**config.mk**
```make
export PLATFORM = sky130hd
export DESIGN_NAME = istd_detect
export DESIGN_NICKNAME = d
export VERILOG_FILES = /design/src/istd_pkg.sv /design/src/istd_pin_sync.sv /design/src/istd_detect.sv
export SDC_FILE = /design/constraint.sdc
export NUM_CORES = 1
export LEC_CHECK = 0
export BUFFER_PORTS_ARGS = -buffer_cell sky130_fd_sc_hd__buf_2
export CORE_MARGIN = 4
export CORE_UTILIZATION = 29
export DETAILED_ROUTE_END_ITERATION = 6
export PLACE_DENSITY = 0.58
export SLEW_MARGIN = 0
export SYNTH_ARGS = -nofsm -noshare
export SYNTH_HDL_FRONTEND = slang
export SYNTH_SLANG_ARGS = --single-unit
```
**constraint.sdc**
```tcl
create_clock -name i_clock -period 2.2 [get_ports i_clock]
set_clock_uncertainty 0.1 [all_clocks]
set_input_delay 0.22 -clock i_clock [delete_from_list [all_inputs] [get_ports i_clock]]
set_output_delay 0.22 -clock i_clock [all_outputs]
set_load 0.01 [all_outputs]
```
**src/istd_pkg.sv**
```systemverilog
// Constants for the input source type detection sequencer.
// Assumes a 25 MHz core clock; all limits are 50 mA codes above a 100 mA base.
package istd_pkg;
   localparam int unsigned CLK_HZ = 25000000;
   localparam int unsigned DCD_TIMEOUT_MS = 500;
   localparam int unsigned DCD_CYCLES = DCD_TIMEOUT_MS * (CLK_HZ / 1000);
   localparam int unsigned BC_SETTLE_US = 40;
   localparam int unsigned BC_SETTLE_CYCLES = BC_SETTLE_US * (CLK_HZ / 1000000);
   localparam int unsigned HV_HOLD_MS = 2;
   localparam int unsigned HV_HOLD_CYCLES = HV_HOLD_MS * (CLK_HZ / 1000);
   localparam int unsigned INT_PULSE_CYCLES = 6;
   // Current limit codes: mA = 100 + 50 * code
   localparam logic [5:0] EXT_CURRENT_LIMIT_PIN_SDP = 6'h08;
   localparam logic [5:0] EXT_CURRENT_LIMIT_PIN_CDP = 6'h1c;
   localparam logic [5:0] EXT_CURRENT_LIMIT_PIN_DCP = 6'h3e;
   localparam logic [5:0] EXT_CURRENT_LIMIT_PIN_DIV1 = 6'h28;
   localparam logic [5:0] EXT_CURRENT_LIMIT_PIN_DIV2 = 6'h26;
   localparam logic [5:0] EXT_CURRENT_LIMIT_PIN_DIV3 = 6'h12;
   localparam logic [5:0] EXT_CURRENT_LIMIT_PIN_DIV4 = 6'h2e;
   localparam logic [5:0] EXT_CURRENT_LIMIT_PIN_UNKNOWN = 6'h08;
   localparam logic [5:0] EXT_CURRENT_LIMIT_PIN_RESET = 6'h08;
   localparam logic [5:0] EXT_CURRENT_LIMIT_PIN_PSEL_LO = 6'h3e;
   localparam logic [5:0] EXT_CURRENT_LIMIT_PIN_PSEL_HI_OTG = 6'h08;
   localparam logic [5:0] EXT_CURRENT_LIMIT_PIN_PSEL_HI = 6'h00;
   // Source type field encodings
   localparam logic [2:0] SRC_NONE = 3'h0;
   localparam logic [2:0] SRC_SDP = 3'h1;
   localparam logic [2:0] SRC_CDP = 3'h2;
   localparam logic [2:0] SRC_DCP = 3'h3;
   localparam logic [2:0] SRC_HV = 3'h4;
   localparam logic [2:0] SRC_UNKNOWN = 3'h5;
   localparam logic [2:0] SRC_NONSTD = 3'h6;
   // Line drive select bits: [0] D+ source, [1] D+ sink, [2] D- source, [3] D- sink
   localparam logic [3:0] DRV_OFF = 4'h0;
   localparam logic [3:0] DRV_HV12 = 4'h6;
   localparam logic [3:0] DRV_HV9 = 4'h9;
   localparam logic [3:0] DRV_BC = 4'h1;
endpackage : istd_pkg

```
**src/istd_pin_sync.sv**
```systemverilog
// Three-stage input synchroniser with agreement filter.
// Assumes the input is asynchronous to i_clock.
`timescale 1ns/1ps
`default_nettype none
module istd_pin_sync #(
   parameter int WIDTH = 1
) (
   input wire logic i_clock,
   input wire logic i_reset_n,
   input wire logic [WIDTH-1:0] i_async,
   output logic [WIDTH-1:0] o_sync
);
   logic [WIDTH-1:0] s1_r, s2_r, s3_r, out_r;
   logic [WIDTH-1:0] out_nxt;

   always_comb begin
      out_nxt = out_r;
      // Only the agreeing later stages decide; the first stage stays private
      for (int k = 0; k < WIDTH; k++) begin
         if (s2_r[k] == s3_r[k]) begin
            out_nxt[k] = s2_r[k];
         end
      end
   end

   always_ff @(posedge i_clock) begin
      if (!i_reset_n) begin
         s1_r <= '0;
         s2_r <= '0;
         s3_r <= '0;
         out_r <= '0;
      end else begin
         s1_r <= i_async;
         s2_r <= s1_r;
         s3_r <= s2_r;
         out_r <= out_nxt;
      end
   end

   assign o_sync = out_r;
endmodule : istd_pin_sync
`default_nettype wire

```
**src/istd_detect.sv**
```systemverilog
// Input source type detection sequencer: BC1.2, non-standard dividers,
// high-voltage handshake, or strapped select pins on the strapped variant.
// Assumes analog comparators on D+/D- and a host that writes override limits.
//
// Contract
// - Detection starts only once input good is set, the regulator is up and auto detect is on.
// - On attach, standard BC1.2 detection classifies SDP, CDP or DCP first.
// - If the 500 ms data contact timer expires, non-standard adapter detection sets the limit.
// - Divider patterns one to four give 2.1 A, 2 A, 1 A and 2.4 A.
// - A detected DCP starts a handshake asking the adapter to rise from 5 V to 9 V or 12 V.
// - The handshake runs only while at least one handshake enable bit is set.
// - 12 V sinks on D+ and sources on D-, 9 V the reverse; the adapter answers in kind.
// - On completion an interrupt pulse, the new limit and power good status are produced.
// - On the strapped variant the active-low power good pin goes low at completion.
// - The host may overwrite the limit after detection and the written value applies.
// - The applied limit is always the lower of the register limit and the external pin.
// - With auto detect off, detection is skipped and limit, type and USB flag hold.
// - The strapped variant takes its limit from the select and OTG pins.
// - On the detecting variant, completion updates source type and USB flag together with the limit; the strapped variant sets only the limit.
// - Input good and its interrupt come only after the overvoltage and load checks pass.
`timescale 1ns/1ps
`default_nettype none
module istd_detect #(
   parameter bit STRAPPED = 1'b0,
   parameter int unsigned DCD_CYCLES = istd_pkg::DCD_CYCLES,
   parameter int unsigned HV_HOLD_CYCLES = istd_pkg::HV_HOLD_CYCLES
) (
   input wire logic i_clock,
   input wire logic i_reset_n,
   input wire logic i_source_ovp_ok,
   input wire logic i_source_load_ok,
   input wire logic i_regulator_ok,
   input wire logic i_auto_detect_enable,
   input wire logic i_hv_handshake_a_enable,
   input wire logic i_hv_handshake_b_enable,
   input wire logic i_hv_request_12v,
   input wire logic i_dp_contact,
   input wire logic i_dp_data_high,
   input wire logic i_dm_data_high,
   input wire logic [3:0] i_dp_window,
   input wire logic [3:0] i_dm_window,
   input wire logic i_source_select,
   input wire logic i_otg_pin,
   input wire logic i_host_limit_write,
   input wire logic [5:0] i_host_limit_data,
   input wire logic [5:0] i_ext_current_limit_pin,
   output logic o_input_good_flag,
   output logic [5:0] o_input_current_limit,
   output logic [5:0] o_applied_current_limit,
   output logic [2:0] o_source_type_field,
   output logic o_usb_input_flag,
   output logic o_power_good_flag,
   output logic o_power_good_pin_n,
   output logic [3:0] o_line_drive,
   output logic o_detect_busy,
   output logic o_int_pulse
);
   // The shared step timer is 25 bits wide, so longer counts cannot be served
   if (DCD_CYCLES < 2 || HV_HOLD_CYCLES < 2 || DCD_CYCLES > 2**25 ||
      HV_HOLD_CYCLES > 2**25) begin : g_bad_param
      $error("istd_detect: timer counts must lie between 2 and 2**25");
   end

   typedef enum logic [2:0] {
      ST_IDLE = 3'b000,
      ST_DCD = 3'b001,
      ST_PRIMARY = 3'b010,
      ST_SECONDARY = 3'b011,
      ST_NONSTD = 3'b100,
      ST_HV = 3'b101,
      ST_DONE = 3'b110
   } istd_state_type;

   // Comparator and strap levels come from the analog side, asynchronous to us
   logic [12:0] pins_raw, pins_s;
   assign pins_raw = {i_dp_contact, i_dp_data_high, i_dm_data_high, i_dp_window,
      i_dm_window, i_source_select, i_otg_pin};

   istd_pin_sync #(.WIDTH(13)) u_sync (
      .i_clock(i_clock),
      .i_reset_n(i_reset_n),
      .i_async(pins_raw),
      .o_sync(pins_s)
   );

   logic dp_contact, dp_high, dm_high, psel, otg;
   logic [3:0] dp_win, dm_win;
   assign dp_contact = pins_s[12];
   assign dp_high = pins_s[11];
   assign dm_high = pins_s[10];
   assign dp_win = pins_s[9:6];
   assign dm_win = pins_s[5:2];
   assign psel = pins_s[1];
   assign otg = pins_s[0];
   // Window bits: [0] 1.2 V, [1] 2.0 V, [2] 2.7 V, [3] spare

   istd_state_type state_r, state_nxt;
   logic [24:0] tmr_r, tmr_nxt;
   logic good_r, good_nxt;
   logic [5:0] lim_r, lim_nxt;
   logic [2:0] type_r, type_nxt;
   logic usb_r, usb_nxt;
   logic pg_r, pg_nxt;
   logic [3:0] drv_r, drv_nxt;
   logic [2:0] irq_r, irq_nxt;
   logic hv_en, start;

   assign hv_en = i_hv_handshake_a_enable | i_hv_handshake_b_enable;
   assign start = good_r && i_regulator_ok && i_auto_detect_enable;

   always_comb begin
      state_nxt = state_r;
      tmr_nxt = tmr_r;
      good_nxt = i_source_ovp_ok && i_source_load_ok;
      lim_nxt = lim_r;
      type_nxt = type_r;
      usb_nxt = usb_r;
      pg_nxt = pg_r;
      drv_nxt = drv_r;
      irq_nxt = (irq_r != 3'h0) ? irq_r - 3'h1 : 3'h0;
      // Rising input good pulses the interrupt
      if (good_nxt && !good_r) begin
         irq_nxt = 3'(istd_pkg::INT_PULSE_CYCLES);
      end
      if (!good_nxt) begin
         pg_nxt = 1'b0;
      end
      // A host write wins over everything except a completing detection
      if (i_host_limit_write) begin
         lim_nxt = i_host_limit_data;
      end
      case (state_r)
         ST_IDLE: begin
            drv_nxt = istd_pkg::DRV_OFF;
            if (start && !pg_r) begin
               tmr_nxt = '0;
               state_nxt = STRAPPED ? ST_DONE : ST_DCD;
               if (STRAPPED) begin
                  lim_nxt = !psel ? istd_pkg::EXT_CURRENT_LIMIT_PIN_PSEL_LO
                     : (otg ? istd_pkg::EXT_CURRENT_LIMIT_PIN_PSEL_HI_OTG : istd_pkg::EXT_CURRENT_LIMIT_PIN_PSEL_HI);
                  pg_nxt = 1'b1;
                  irq_nxt = 3'(istd_pkg::INT_PULSE_CYCLES);
               end
            end
         end
         ST_DCD: begin
            tmr_nxt = tmr_r + 25'h1;
            drv_nxt = istd_pkg::DRV_BC;
            if (dp_contact) begin
               tmr_nxt = '0;
               state_nxt = ST_PRIMARY;
            end else if (tmr_r >= 25'(DCD_CYCLES - 1)) begin
               state_nxt = ST_NONSTD;
            end
         end
         ST_PRIMARY: begin
            tmr_nxt = tmr_r + 25'h1;
            if (tmr_r >= 25'(istd_pkg::BC_SETTLE_CYCLES - 1)) begin
               tmr_nxt = '0;
               if (!dm_high) begin
                  type_nxt = istd_pkg::SRC_SDP;
                  usb_nxt = 1'b1;
                  lim_nxt = istd_pkg::EXT_CURRENT_LIMIT_PIN_SDP;
                  state_nxt = ST_DONE;
               end else begin
                  state_nxt = ST_SECONDARY;
               end
            end
         end
         ST_SECONDARY: begin
            tmr_nxt = tmr_r + 25'h1;
            if (tmr_r >= 25'(istd_pkg::BC_SETTLE_CYCLES - 1)) begin
               tmr_nxt = '0;
               usb_nxt = 1'b1;
               if (dp_high) begin
                  type_nxt = istd_pkg::SRC_DCP;
                  lim_nxt = istd_pkg::EXT_CURRENT_LIMIT_PIN_DCP;
                  state_nxt = hv_en ? ST_HV : ST_DONE;
               end else begin
                  type_nxt = istd_pkg::SRC_CDP;
                  lim_nxt = istd_pkg::EXT_CURRENT_LIMIT_PIN_CDP;
                  state_nxt = ST_DONE;
               end
            end
         end
         ST_NONSTD: begin
            usb_nxt = 1'b0;
            type_nxt = istd_pkg::SRC_NONSTD;
            if (dp_win[2] && dm_win[1]) begin
               lim_nxt = istd_pkg::EXT_CURRENT_LIMIT_PIN_DIV1;
            end else if (dp_win[0] && dm_win[0]) begin
               lim_nxt = istd_pkg::EXT_CURRENT_LIMIT_PIN_DIV2;
            end else if (dp_win[1] && dm_win[2]) begin
               lim_nxt = istd_pkg::EXT_CURRENT_LIMIT_PIN_DIV3;
            end else if (dp_win[2] && dm_win[2]) begin
               lim_nxt = istd_pkg::EXT_CURRENT_LIMIT_PIN_DIV4;
            end else begin
               type_nxt = istd_pkg::SRC_UNKNOWN;
               lim_nxt = istd_pkg::EXT_CURRENT_LIMIT_PIN_UNKNOWN;
            end
            state_nxt = ST_DONE;
         end
         ST_HV: begin
            tmr_nxt = tmr_r + 25'h1;
            drv_nxt = i_hv_request_12v ? istd_pkg::DRV_HV12 : istd_pkg::DRV_HV9;
            // Clearing both enables abandons the request but keeps the DCP result
            if (!hv_en) begin
               drv_nxt = istd_pkg::DRV_OFF;
               state_nxt = ST_DONE;
            end else if (tmr_r >= 25'(HV_HOLD_CYCLES - 1)) begin
               type_nxt = istd_pkg::SRC_HV;
               state_nxt = ST_DONE;
            end
         end
         ST_DONE: begin
            if (!STRAPPED) begin
               drv_nxt = (type_r == istd_pkg::SRC_HV) ? drv_r : istd_pkg::DRV_OFF;
               pg_nxt = 1'b1;
               if (!pg_r) begin
                  irq_nxt = 3'(istd_pkg::INT_PULSE_CYCLES);
               end
            end
            state_nxt = ST_IDLE;
         end
         default: begin
            state_nxt = ST_IDLE;
         end
      endcase
      // Removal of the source aborts any detection and clears power good; limit, type and USB flag hold
      if (!good_nxt) begin
         state_nxt = ST_IDLE;
         drv_nxt = istd_pkg::DRV_OFF;
      end
   end

   always_ff @(posedge i_clock) begin
      if (!i_reset_n) begin
         state_r <= ST_IDLE;
         tmr_r <= '0;
         good_r <= 1'b0;
         lim_r <= istd_pkg::EXT_CURRENT_LIMIT_PIN_RESET;
         type_r <= istd_pkg::SRC_NONE;
         usb_r <= 1'b0;
         pg_r <= 1'b0;
         drv_r <= istd_pkg::DRV_OFF;
         irq_r <= 3'h0;
      end else begin
         state_r <= state_nxt;
         tmr_r <= tmr_nxt;
         good_r <= good_nxt;
         lim_r <= lim_nxt;
         type_r <= type_nxt;
         usb_r <= usb_nxt;
         pg_r <= pg_nxt;
         drv_r <= drv_nxt;
         irq_r <= irq_nxt;
      end
   end

   logic [5:0] applied_r;
   always_ff @(posedge i_clock) begin
      if (!i_reset_n) begin
         applied_r <= istd_pkg::EXT_CURRENT_LIMIT_PIN_RESET;
      end else begin
         applied_r <= (lim_r < i_ext_current_limit_pin) ? lim_r : i_ext_current_limit_pin;
      end
   end

   assign o_input_good_flag = good_r;
   assign o_input_current_limit = lim_r;
   assign o_applied_current_limit = applied_r;
   assign o_source_type_field = type_r;
   assign o_usb_input_flag = usb_r;
   assign o_power_good_flag = pg_r;
   assign o_power_good_pin_n = ~(pg_r & STRAPPED);
   assign o_line_drive = drv_r;
   assign o_detect_busy = (state_r != ST_IDLE);
   assign o_int_pulse = (irq_r != 3'h0);
endmodule : istd_detect
`default_nettype wire

```
==> impl_metrics.csv, run 1 <==
group,metric,value,unit
critical_path,max_stage_delay,620,ps
yosys,synth_seq_cells,88,
sta,finalHoldViolations,0,
grt,grt_use_total,12.3,%
final_layout,final_cells,748,
sta,max_clock_freq,452,MHz
place,io_buffers,54,
sta,period_needed,2210,ps
power,peakVddDrop,0.000434,V
clocking,cts-htree-levels,3,
grt,antenna_found_initial,0,
critical_path,crit_family,"simple AND/OR/NAND/NOR gates",
critical_path,cp.required,2380,ps
critical_path,reg2reg_depth,7,
yosys,syn-cell-area,0.00411,mm^2
clocking,clk_pin_slew,70,ps
critical_path,critPathMaxFanout,14,
floorplanning,chipHeight,127,um
drt,drtAntennaViolNets,0,
grt,grt_pass1_vias,3453,
drt,avgViaCountPerCell,4.72,
yosys,async_reset_ff_share,0,%
yosys,ys_seq_area_share,42.8,%
drt,drt_iter0_drc,168,
critical_path,r2r_start,"tmr_r[22]",
critical_path,startpoint,"tmr_r[22]",
clocking,cts.sink_count,88,
critical_path,path_depth,7,
critical_path,worst_setup_path_start_kind,"register",
final_layout,layout-drive-gt1-share,26.4,%
floorplanning,coreArea,0.0139,mm^2
clocking,cts-root-buf,"clkbuf_16",
final_layout,syn_to_final_growth,27.1,%
drt,drc,0,
yosys,synth_warnings,0,
critical_path,crit_slowest_cell,"or4b_4",
run_status,violations,"setup timing",
critical_path,arrival,2390,ps
drt,routed_wl,9.65,mm
critical_path,rrSetupSlack,-10,ps
place,dp_hpwl,7.03,mm
drt,drt_first_pass_iters,6,
grt,grt-ovfl-total,0,
sta,tightest_slew,558,ps
grt,grt_first_pass_wirelength,16.1,mm
sta,tns,-11.1,ps
critical_path,crit_path_cell_trace,"nor4_2 -> nand3_1 -> or4b_4 -> o31ai_4 -> o21ai_4 -> buf_12 -> nor2_2",
sta,finalSetupViolCount,1,
run_status,status,"finished, violations left",
yosys,synth_cell_types,62,
min_path,hold_path.class,"input pin to register",
clocking,clkLatencyLatePin,340,ps
floorplanning,fp.dieW,127,um
sta,worst_slack,-11.1,ps
drt,route.vias.total,3527,
yosys,synth_edf_count,0,
floorplanning,initial_utilization,29.6,%
sta,slew_violations,0,
yosys,synth_nets,516,
clocking,clockBufferDepth,2,
place,dp.cells,720,
power,cellPowerDensity,638,mW/mm^2
clocking,cts_made_buffers,9,
sta,maxSlewHeadroom,62.4,%
critical_path,critPathCaptureType,"register",
yosys,synthCells,473,
critical_path,critPathBufInv,1,
grt,grt_max_degree,48,
critical_path,worstReg2RegEnd,"tmr_r[22]",
yosys,avgSynthCellArea,8.69,um^2
power,total_leakage_power,2.11,nW
floorplanning,pin_count,60,
final_layout,fin_nets,606,
critical_path,worstSetupPathType,"register to register",
flow_run,drv_cap,0,
sta,grt_setup_unrepaired,"true",
critical_path,cp-endpoint,"tmr_r[22]",
floorplanning,fp-row-count,43,
floorplanning,dieArea,0.0161,mm^2
drt,routedWlPerCell,12.9,um
yosys,synthFlopType,"dfxtp_1",
place,gp_congestion,0.870,
final_layout,diodes,0,
sta,post-route-period-util,101,%
clocking,tritoncts,"yes",
-- synth_stat cells (all sizes together), types with 3 or more instances --
master | instances | area share (%)
a211o | 3 | 0.67
a211oi | 3 | 0.55
a21o | 5 | 0.94
a21oi | 29 | 3.5
a221oi | 5 | 1.2
and2 | 31 | 4.7
buf | 6 | 1.3
clkbuf | 12 | 1.1
dfxtp | 88 | 43
ha | 8 | 2.4
inv | 16 | 1.5
mux2i | 15 | 3.7
nand2 | 61 | 5.6
nand2b | 4 | 0.61
nand3 | 12 | 1.5
nand4 | 5 | 0.76
nor2 | 57 | 6.6
nor2b | 10 | 1.5
nor3 | 12 | 1.5
o21a | 6 | 1.1
o21ai | 24 | 3.2
or3 | 3 | 0.61
xnor2 | 15 | 3.2
xor2 | 7 | 1.5
-- flip-flops by register name (all words and copies together), names as in the netlist --
name and cells:
irq_r 3, u_sync.s3_r 9, u_sync.s2_r 9, o_power_good_flag 1
u_sync.o_sync 9, o_input_current_limit 6, o_applied_current_limit 6, o_usb_input_flag 1
o_input_good_flag 1, u_sync.s1_r 9, o_source_type_field 3, tmr_r 25
state_r 3, o_line_drive 3
-- per-layer routing --
metal	vias to the layer above	GRT usage, %	wire, um
met2	66	21.1	4870
met5	-	0	0
met3	25	3.64	388
li1	1800	-	-
met4	0	5.80	263
met1	1636	13.9	4130
-- cell usage in the layout, fill, tap and decap left out, drive strengths merged, types with 3 or more instances in the layout --
master,n
dfxtp,88
buf,88
nand2,61
nor2,57
and2,31
a21oi,29
o21ai,24
inv,17
xnor2,15
mux2i,15
nor3,12
nand3,12
nor2b,10
clkbuf,10
dlygate4sd3,9
ha,8
xor2,7
o21a,6
clkinv,6
nand4,5
a21o,5
a221oi,5
nand2b,4
a211oi,3
a211o,3
or3,3
-- timing repair --
action	CTS	global route
resized for setup	3	13
hold buffers	9	0
pin swaps	0	8
hold endpoints to repair	9	0
endpoints found under the setup margin	24	37
setup buffers	1	2
-- layout make-up --
type	instances	area (um^2)
Fill cell	1409	8650
Timing Repair Buffer	97	636
Multi-Input combinational cell	350	2250
Inverter	17	63.8
Clock inverter	6	52.6
Tap cell	180	225
Sequential cell	88	1770
Clock buffer	10	239
-- worst register-to-register path: cells and delay by family (launching register included) --
family	cells	cell delay, ps
AO/OA/AOI/OAI	2	380
flip-flops	1	330
buffers and inverters	1	200
AND/OR/NAND/NOR	4	1130
-- power by group --
part	internal [W]	switching, W
Combinational	0.000106	0.000112
Sequential	0.00163	0.0000203
Clock	0.000809	0.000652
Total	0.00255	0.000784
-- worst min path at each step --
stage	start	cells after the start	slack, ps	to
floorplan	i_dm_data_high	1	250	u_sync.s1_r[10]
global placement	u_sync.s1_r[7]	1	310	u_sync.s2_r[7]
detailed placement	u_sync.s1_r[10]	1	320	u_sync.s2_r[10]
CTS	i_ext_current_limit_pin[0]	3	10	o_applied_current_limit[0]
global route	i_ext_current_limit_pin[4]	3	30	o_applied_current_limit[4]
finish	i_ext_current_limit_pin[5]	3	30	o_applied_current_limit[5]
-- through the flow --
step / hold slack [ps] / total power, W / utilization (%) / setup slack [ps] / area [um^2]
floorplan: 247 / 0.00182 / - / 93.3 / 4110
global placement: 314 / 0.00189 / 34.2 / -16.4 / 4750
detailed placement: 317 / 0.00190 / 34.2 / -15.7 / 4750
CTS: 14.0 / 0.00340 / 37.1 / -9.32 / 5150
global route: 30.1 / 0.00349 / 37.7 / -114 / 5230
finish: 29.5 / 0.00333 / 37.7 / -11.1 / 5230
-- cell families (layout without fill, tap and decap cells) --
group / count (synthesis) / in the layout / share of synthesized area, %
AO/OA/AOI/OAI: 94 / 94 / 15.9
XOR/XNOR: 22 / 22 / 4.69
adder cells (fa/ha/maj): 8 / 8 / 2.43
buffers and inverters: 35 / 130 / 3.96
flip-flops: 88 / 88 / 42.8
multiplexers: 15 / 15 / 3.65
other: 1 / 1 / 0.0912
AND/OR/NAND/NOR: 210 / 210 / 26.4
Power figures use the tool's default switching activity.
==> run 2: changes to the inputs <==
ABC_AREA = 1   (was unset)
PLACE_DENSITY = 0.57   (was 0.58)
SETUP_SLACK_MARGIN = 0.02   (was unset)
==> impl_metrics.csv, run 2 <==
group,metric,value,unit
final_layout,largest_reg_flops,25,
critical_path,cp.required,2340,ps
grt,antenna_found_initial,0,
yosys,synthFlopType,"dfxtp_1",
floorplanning,fp.dieW,135,um
sta,worst_slack,238,ps
place,dp_hpwl,8.75,mm
clocking,clkLatencyLatePin,350,ps
sta,post-route-period-util,89.2,%
clocking,tritoncts,"yes",
power,peakVddDrop,0.000378,V
yosys,async_reset_ff_share,0,%
yosys,synth.top_cell.area_share,37.9,%
grt,grt_use_total,13.0,%
sta,maxSlewHeadroom,58.3,%
sta,period_needed,1960,ps
critical_path,reg2reg_depth,12,
final_layout,finish.utilization,35.1,%
drt,route.vias.total,4279,
yosys,synth_common_cells,"nand2_1, inv_1, nor2_1",
final_layout,final_cell_mix,"nand2_1, inv_1, nor2_1",
flow_run,drv_cap,0,
power,total_leakage_power,2.67,nW
critical_path,worstSetupPathType,"register to register",
yosys,syn-cell-area,0.00465,mm^2
yosys,synth_warnings,0,
min_path,min_path_cells,3,
final_layout,syn_to_final_growth,19.0,%
drt,drc,0,
floorplanning,coreArea,0.0158,mm^2
sta,grt_setup_unrepaired,"false",
clocking,cts_made_buffers,9,
place,gp_congestion,0.891,
sta,tightest_slew,621,ps
clocking,cts-htree-levels,3,
grt,grt_max_degree,36,
drt,drt_first_pass_iters,5,
final_layout,top_register,"tmr_r",
min_path,hold_path.class,"input pin to register",
drt,routedWlPerCell,11.7,um
sta,finalHoldViolations,0,
clocking,clockBufferDepth,2,
sta,max_clock_freq,510,MHz
final_layout,final_common_cell,"nand2_1",
critical_path,arrival,2100,ps
drt,routed_wl,11.4,mm
yosys,synth_nets,729,
critical_path,crit_family,"simple AND/OR/NAND/NOR gates",
final_layout,diodes,0,
final_layout,stdcell_area,0.00554,mm^2
floorplanning,dieArea,0.0181,mm^2
yosys,synth_cell_types,46,
place,dpl_cell_area,0.00516,mm^2
power,cellPowerDensity,612,mW/mm^2
critical_path,crit_slowest_cell,"dfxtp_1",
clocking,clk_pin_slew,70,ps
yosys,yosysTopAreaCell,"dfxtp_1",
run_status,status,"finished, final reports clean",
grt,grt-ovfl-total,0,
sta,finalSetupViolCount,0,
grt,grt_first_pass_wirelength,19.1,mm
critical_path,critPathBufInv,1,
clocking,cts-root-buf,"clkbuf_16",
critical_path,critPathCaptureType,"register",
yosys,synthCells,686,
yosys,synth.most_common_cell,"nand2_1",
clocking,cts.sink_count,88,
clocking,postCtsSetupBuffers,0,
sta,tns,0,ps
final_layout,layout-drive-gt1-share,17.7,%
drt,avgViaCountPerCell,4.40,
sta,slew_violations,0,
place,io_buffers,54,
floorplanning,initial_utilization,29.5,%
final_layout,final_cells,973,
final_layout,fin_nets,795,
floorplanning,chipHeight,135,um
drt,drt_iter0_drc,328,
yosys,avgSynthCellArea,6.78,um^2
critical_path,path_depth,12,
place,place_ws,231,ps
yosys,synth_seq_cells,88,
yosys,synth_edf_count,0,
yosys,ys_seq_area_share,37.9,%
critical_path,max_stage_delay,380,ps
place,dp.cells,948,
grt,grt_pass1_vias,4001,
critical_path,critPathMaxFanout,14,
yosys,ys_top_cells_by_area,"dfxtp_1, nand2_1, inv_1, nor2_1, o21ai_0",
floorplanning,fp-row-count,46,
critical_path,crit_path_cell_trace,"ha_1 -> nand2_1 -> clkinv_1 -> nand2_1 -> nor2_1 -> nand2_2 -> nand4_4 -> nand2_2 -> nor2_4 -> nand2_4 -> nand2_4 -> nor2_1",
drt,drtAntennaViolNets,0,
critical_path,worst_setup_path_start_kind,"register",
floorplanning,pin_count,60,
## run 2: cell families (layout without fill, tap and decap cells)
logic type | Yosys count | in the layout | synth area share (%)
AO/OA/AOI/OAI | 101 | 101 | 12.3
multiplexers | 4 | 4 | 0.915
adder cells (fa/ha/maj) | 8 | 8 | 2.15
other | 1 | 1 | 0.0806
XOR/XNOR | 3 | 3 | 0.565
buffers and inverters | 144 | 215 | 12.3
AND/OR/NAND/NOR | 337 | 337 | 33.8
flip-flops | 88 | 88 | 37.9
## run 2: per-stage QoR
| stage | hold WS [ps] | total power [W] |
|---|---|---|
| after floorplan | 218 | 0.00185 |
| after global placement | 292 | 0.00194 |
| after detailed placement | 298 | 0.00194 |
| after CTS | 19.0 | 0.00344 |
| after global routing | 20.9 | 0.00354 |
| final | 34.8 | 0.00339 |
## run 2: area by class of cell
class,instances,area [um^2]
clock buffer,10,229
clock inverter,6,53.8
fill,1721,10200
inverter,129,487
multi-input combinational,454,2320
sequential,88,1760
tap,216,270
timing repair buffer,70,413
## run 2: worst paths after layout
kind	slack [ps]	endpoint	start
max	240	tmr_r[22]	tmr_r[1]
min	30	o_applied_current_limit[1]	i_ext_current_limit_pin[1]
max reg2reg	240	tmr_r[22]	tmr_r[1]
min reg2reg	310	u_sync.s2_r[3]	u_sync.s1_r[3]
## run 2: metal layers
layer  GRT usage, %  part of all wire [%]  wire length (um)  up-vias
met5              0                     0                 0        -
met4           4.52                   1.8               204        0
met3           3.32                   4.5               517       23
met2           19.7                    43              4890       87
met1           17.9                    51              5770     1875
li1               -                     -                 -     2294
## run 2: repair_timing
| action | 4_1_cts | 5_1_grt |
|---|---|---|
| resized for setup | 0 | 1 |
| hold buffers | 9 | 0 |
| endpoints found under the hold margin | 9 | 0 |
| setup endpoints to repair | 0 | 4 |
## run 2: where the power goes
part | switching, W | internal (W) | leakage, nW
registers | 0.0000223 | 0.00164 | 0.717
logic | 0.000151 | 0.000106 | 1.82
clock network | 0.000684 | 0.000784 | 0.135
total | 0.000857 | 0.00253 | 2.67
## run 2: tightest hold or removal path, delay by kind of cell
family	cells	cell delay [ps]
AO/OA/AOI/OAI	1	100
buffers and inverters	2	130
==> run 3: changes to the inputs <==
BUFFER_PORTS_ARGS = unset   (was -buffer_cell sky130_fd_sc_hd__buf_2)
CTS_BUF_LIST = sky130_fd_sc_hd__clkbuf_2   (was unset)
DONT_BUFFER_PORTS = 1   (was unset)
PLACE_DENSITY = 0.54   (was 0.57)
SLEW_MARGIN = 20   (was 0)
==> impl_metrics.csv, run 3 (synthesized netlist as in run 2, its figures left out) <==
group,metric,value,unit
critical_path,crit_path_cell_trace,"nand3_1 -> o21ai_2 -> dlygate4sd3_1 -> nand2_1 -> nor2_2 -> nand2_2 -> nand2_1 -> nand2_1 -> nor2_1",
critical_path,worstSetupPathType,"register to register",
critical_path,path_depth,9,
power,cellPowerDensity,501,mW/mm^2
place,dpl_cell_area,0.00487,mm^2
critical_path,critPathMaxFanout,4,
floorplanning,dieArea,0.0181,mm^2
clocking,cts_made_buffers,9,
place,dp_hpwl,8.38,mm
critical_path,crit_family,"simple AND/OR/NAND/NOR gates",
sta,grt_setup_unrepaired,"false",
sta,finalHoldWorstSlack,101,ps
power,p_comb_share,8.9,%
grt,antenna_found_initial,0,
sta,finalHoldViolations,0,
critical_path,critPathCaptureType,"register",
floorplanning,fp-row-count,46,
final_layout,largest_reg_flops,25,
final_layout,nFillCells,1712,
sta,tightest_slew,594,ps
floorplanning,pin_count,60,
place,io_buffers,0,
clocking,tritoncts,"yes",
clocking,clkLatencyLatePin,590,ps
critical_path,max_stage_delay,590,ps
clocking,clk_pin_slew,240,ps
final_layout,final_cells,943,
final_layout,multi_input_area,0.00233,mm^2
clocking,cts-htree-levels,3,
drt,drt_iter0_drc,278,
grt,grt_first_pass_wirelength,19.3,mm
sta,finalSetupViolCount,0,
run_status,status,"finished, final reports clean",
sta,max_clock_freq,492,MHz
critical_path,r2r_start,"o_input_good_flag",
sta,maxSlewHeadroom,60.1,%
drt,drt_first_pass_iters,5,
power,pwr-share-clk,28.3,%
final_layout,final_common_cell,"nand2_1",
sta,period_needed,2030,ps
place,gp_congestion,0.923,
critical_path,arrival,2460,ps
critical_path,crit_slowest_cell,"dlygate4sd3_1",
critical_path,rrSetupSlack,170,ps
min_path,hold_path_startpoint,"i_hv_handshake_b_enable",
power,intPower,0.00191,W
critical_path,worstReg2RegEnd,"state_r[1]",
power,switchingPower,0.000771,W
critical_path,worst_setup_path_start_kind,"register",
clocking,postCtsSetupBuffers,0,
critical_path,cp_common_cell,"nand2_1",
min_path,hold_path.class,"input pin to register",
drt,route.vias.total,4188,
final_layout,top_register,"tmr_r",
floorplanning,coreArea,0.0158,mm^2
drt,avgViaCountPerCell,4.44,
place,dp.cells,892,
final_layout,seqCellArea,0.00176,mm^2
grt,grt-ovfl-total,0,
grt,grt_max_degree,59,
flow_run,drv_cap,0,
min_path,min_path_cells,4,
final_layout,layout-drive-gt1-share,11.2,%
clocking,clockBufferDepth,2,
critical_path,cp.required,2630,ps
power,switching_share,28.7,%
sta,slew_violations,0,
final_layout,fin_nets,764,
clocking,cts-root-buf,"clkbuf_2",
drt,drc,0,
final_layout,syn_to_final_growth,15.0,%
min_path,min_to,"state_r[0]",
critical_path,reg2reg_depth,9,
grt,grt_use_total,13.1,%
final_layout,final_cell_mix,"nand2_1, inv_1, nor2_1",
power,total_leakage_power,2.46,nW
drt,routedWlPerCell,12.2,um
floorplanning,fp.dieW,135,um
power,peakVddDrop,0.000409,V
sta,post-route-period-util,92.3,%
clocking,cts.sink_count,88,
drt,routed_wl,11.5,mm
critical_path,critPathBufInv,1,
floorplanning,chipHeight,135,um
power,p_seq_share,62.8,%
drt,drtAntennaViolNets,0,
grt,grt_pass1_vias,3983,
floorplanning,initial_utilization,29.5,%
sta,tns,0,ps
final_layout,stdcell_area,0.00535,mm^2
## run 3: worst reg2reg max path, delay by kind of cell, from the launching register on
family,cells,cell delay (ps)
AOI/OAI and AO/OA,1,170
buffers and inverters,1,590
DFF,1,470
and+or+nand+nor,7,670
## run 3: worst max-delay path by stage
stage,slack (ps),to,start
final,170,state_r[1],o_input_good_flag
after CTS,140,state_r[1],state_r[2]
after floorplan,500,tmr_r[18],tmr_r[0]
after global routing,30,tmr_r[20],tmr_r[1]
after global placement,210,tmr_r[24],tmr_r[1]
after detailed placement,200,tmr_r[24],tmr_r[1]
## run 3: area by class of cell
| cell class | instances | share of cell area, % |
|---|---|---|
| multi-input cells | 454 | 43.6 |
| flip-flops and latches | 88 | 33.0 |
| inverters | 129 | 9.10 |
| repair buffers | 39 | 7.39 |
| well taps | 216 | 5.05 |
| clock inverters | 7 | 1.03 |
| clock buffers | 9 | 0.842 |
| diodes | 1 | 0.0468 |
## run 3: through the flow
step / power, W / worst slack, ps / utilization (%)
global placement: 0.00187 / 207 / 30.9
floorplan: 0.00185 / 504 / -
detailed placement: 0.00188 / 197 / 30.9
CTS: 0.00273 / 137 / 33.8
global route: 0.00284 / 34.6 / 33.9
finish: 0.00268 / 168 / 33.9
## run 3: what timing repair did
action	4_1_cts	5_1_grt
setup endpoints to repair	0	7
hold buffers	34	0
gates resized for setup	0	3
hold endpoints to repair	88	0
## run 3: power groups by stage
stage | combinational (W) | clock (W) | sequential, W
2_1_floorplan | 0.000145 | 0 | 0.00171
3_3_place_gp | 0.000161 | 0 | 0.00171
3_5_place_dp | 0.000163 | 0 | 0.00171
4_1_cts | 0.000238 | 0.000806 | 0.00168
5_1_grt | 0.000272 | 0.000873 | 0.00169
6_report | 0.000240 | 0.000758 | 0.00168
## run 3: per-layer routing
layer,track usage [%],routed length [um],share of wire [%],up-vias
met3,3.02,477,4.1,10
met1,18.5,5920,51,1863
met4,3.45,126,1.1,0
li1,-,-,-,2231
met2,20.2,5010,43,84
met5,0,0,0,-
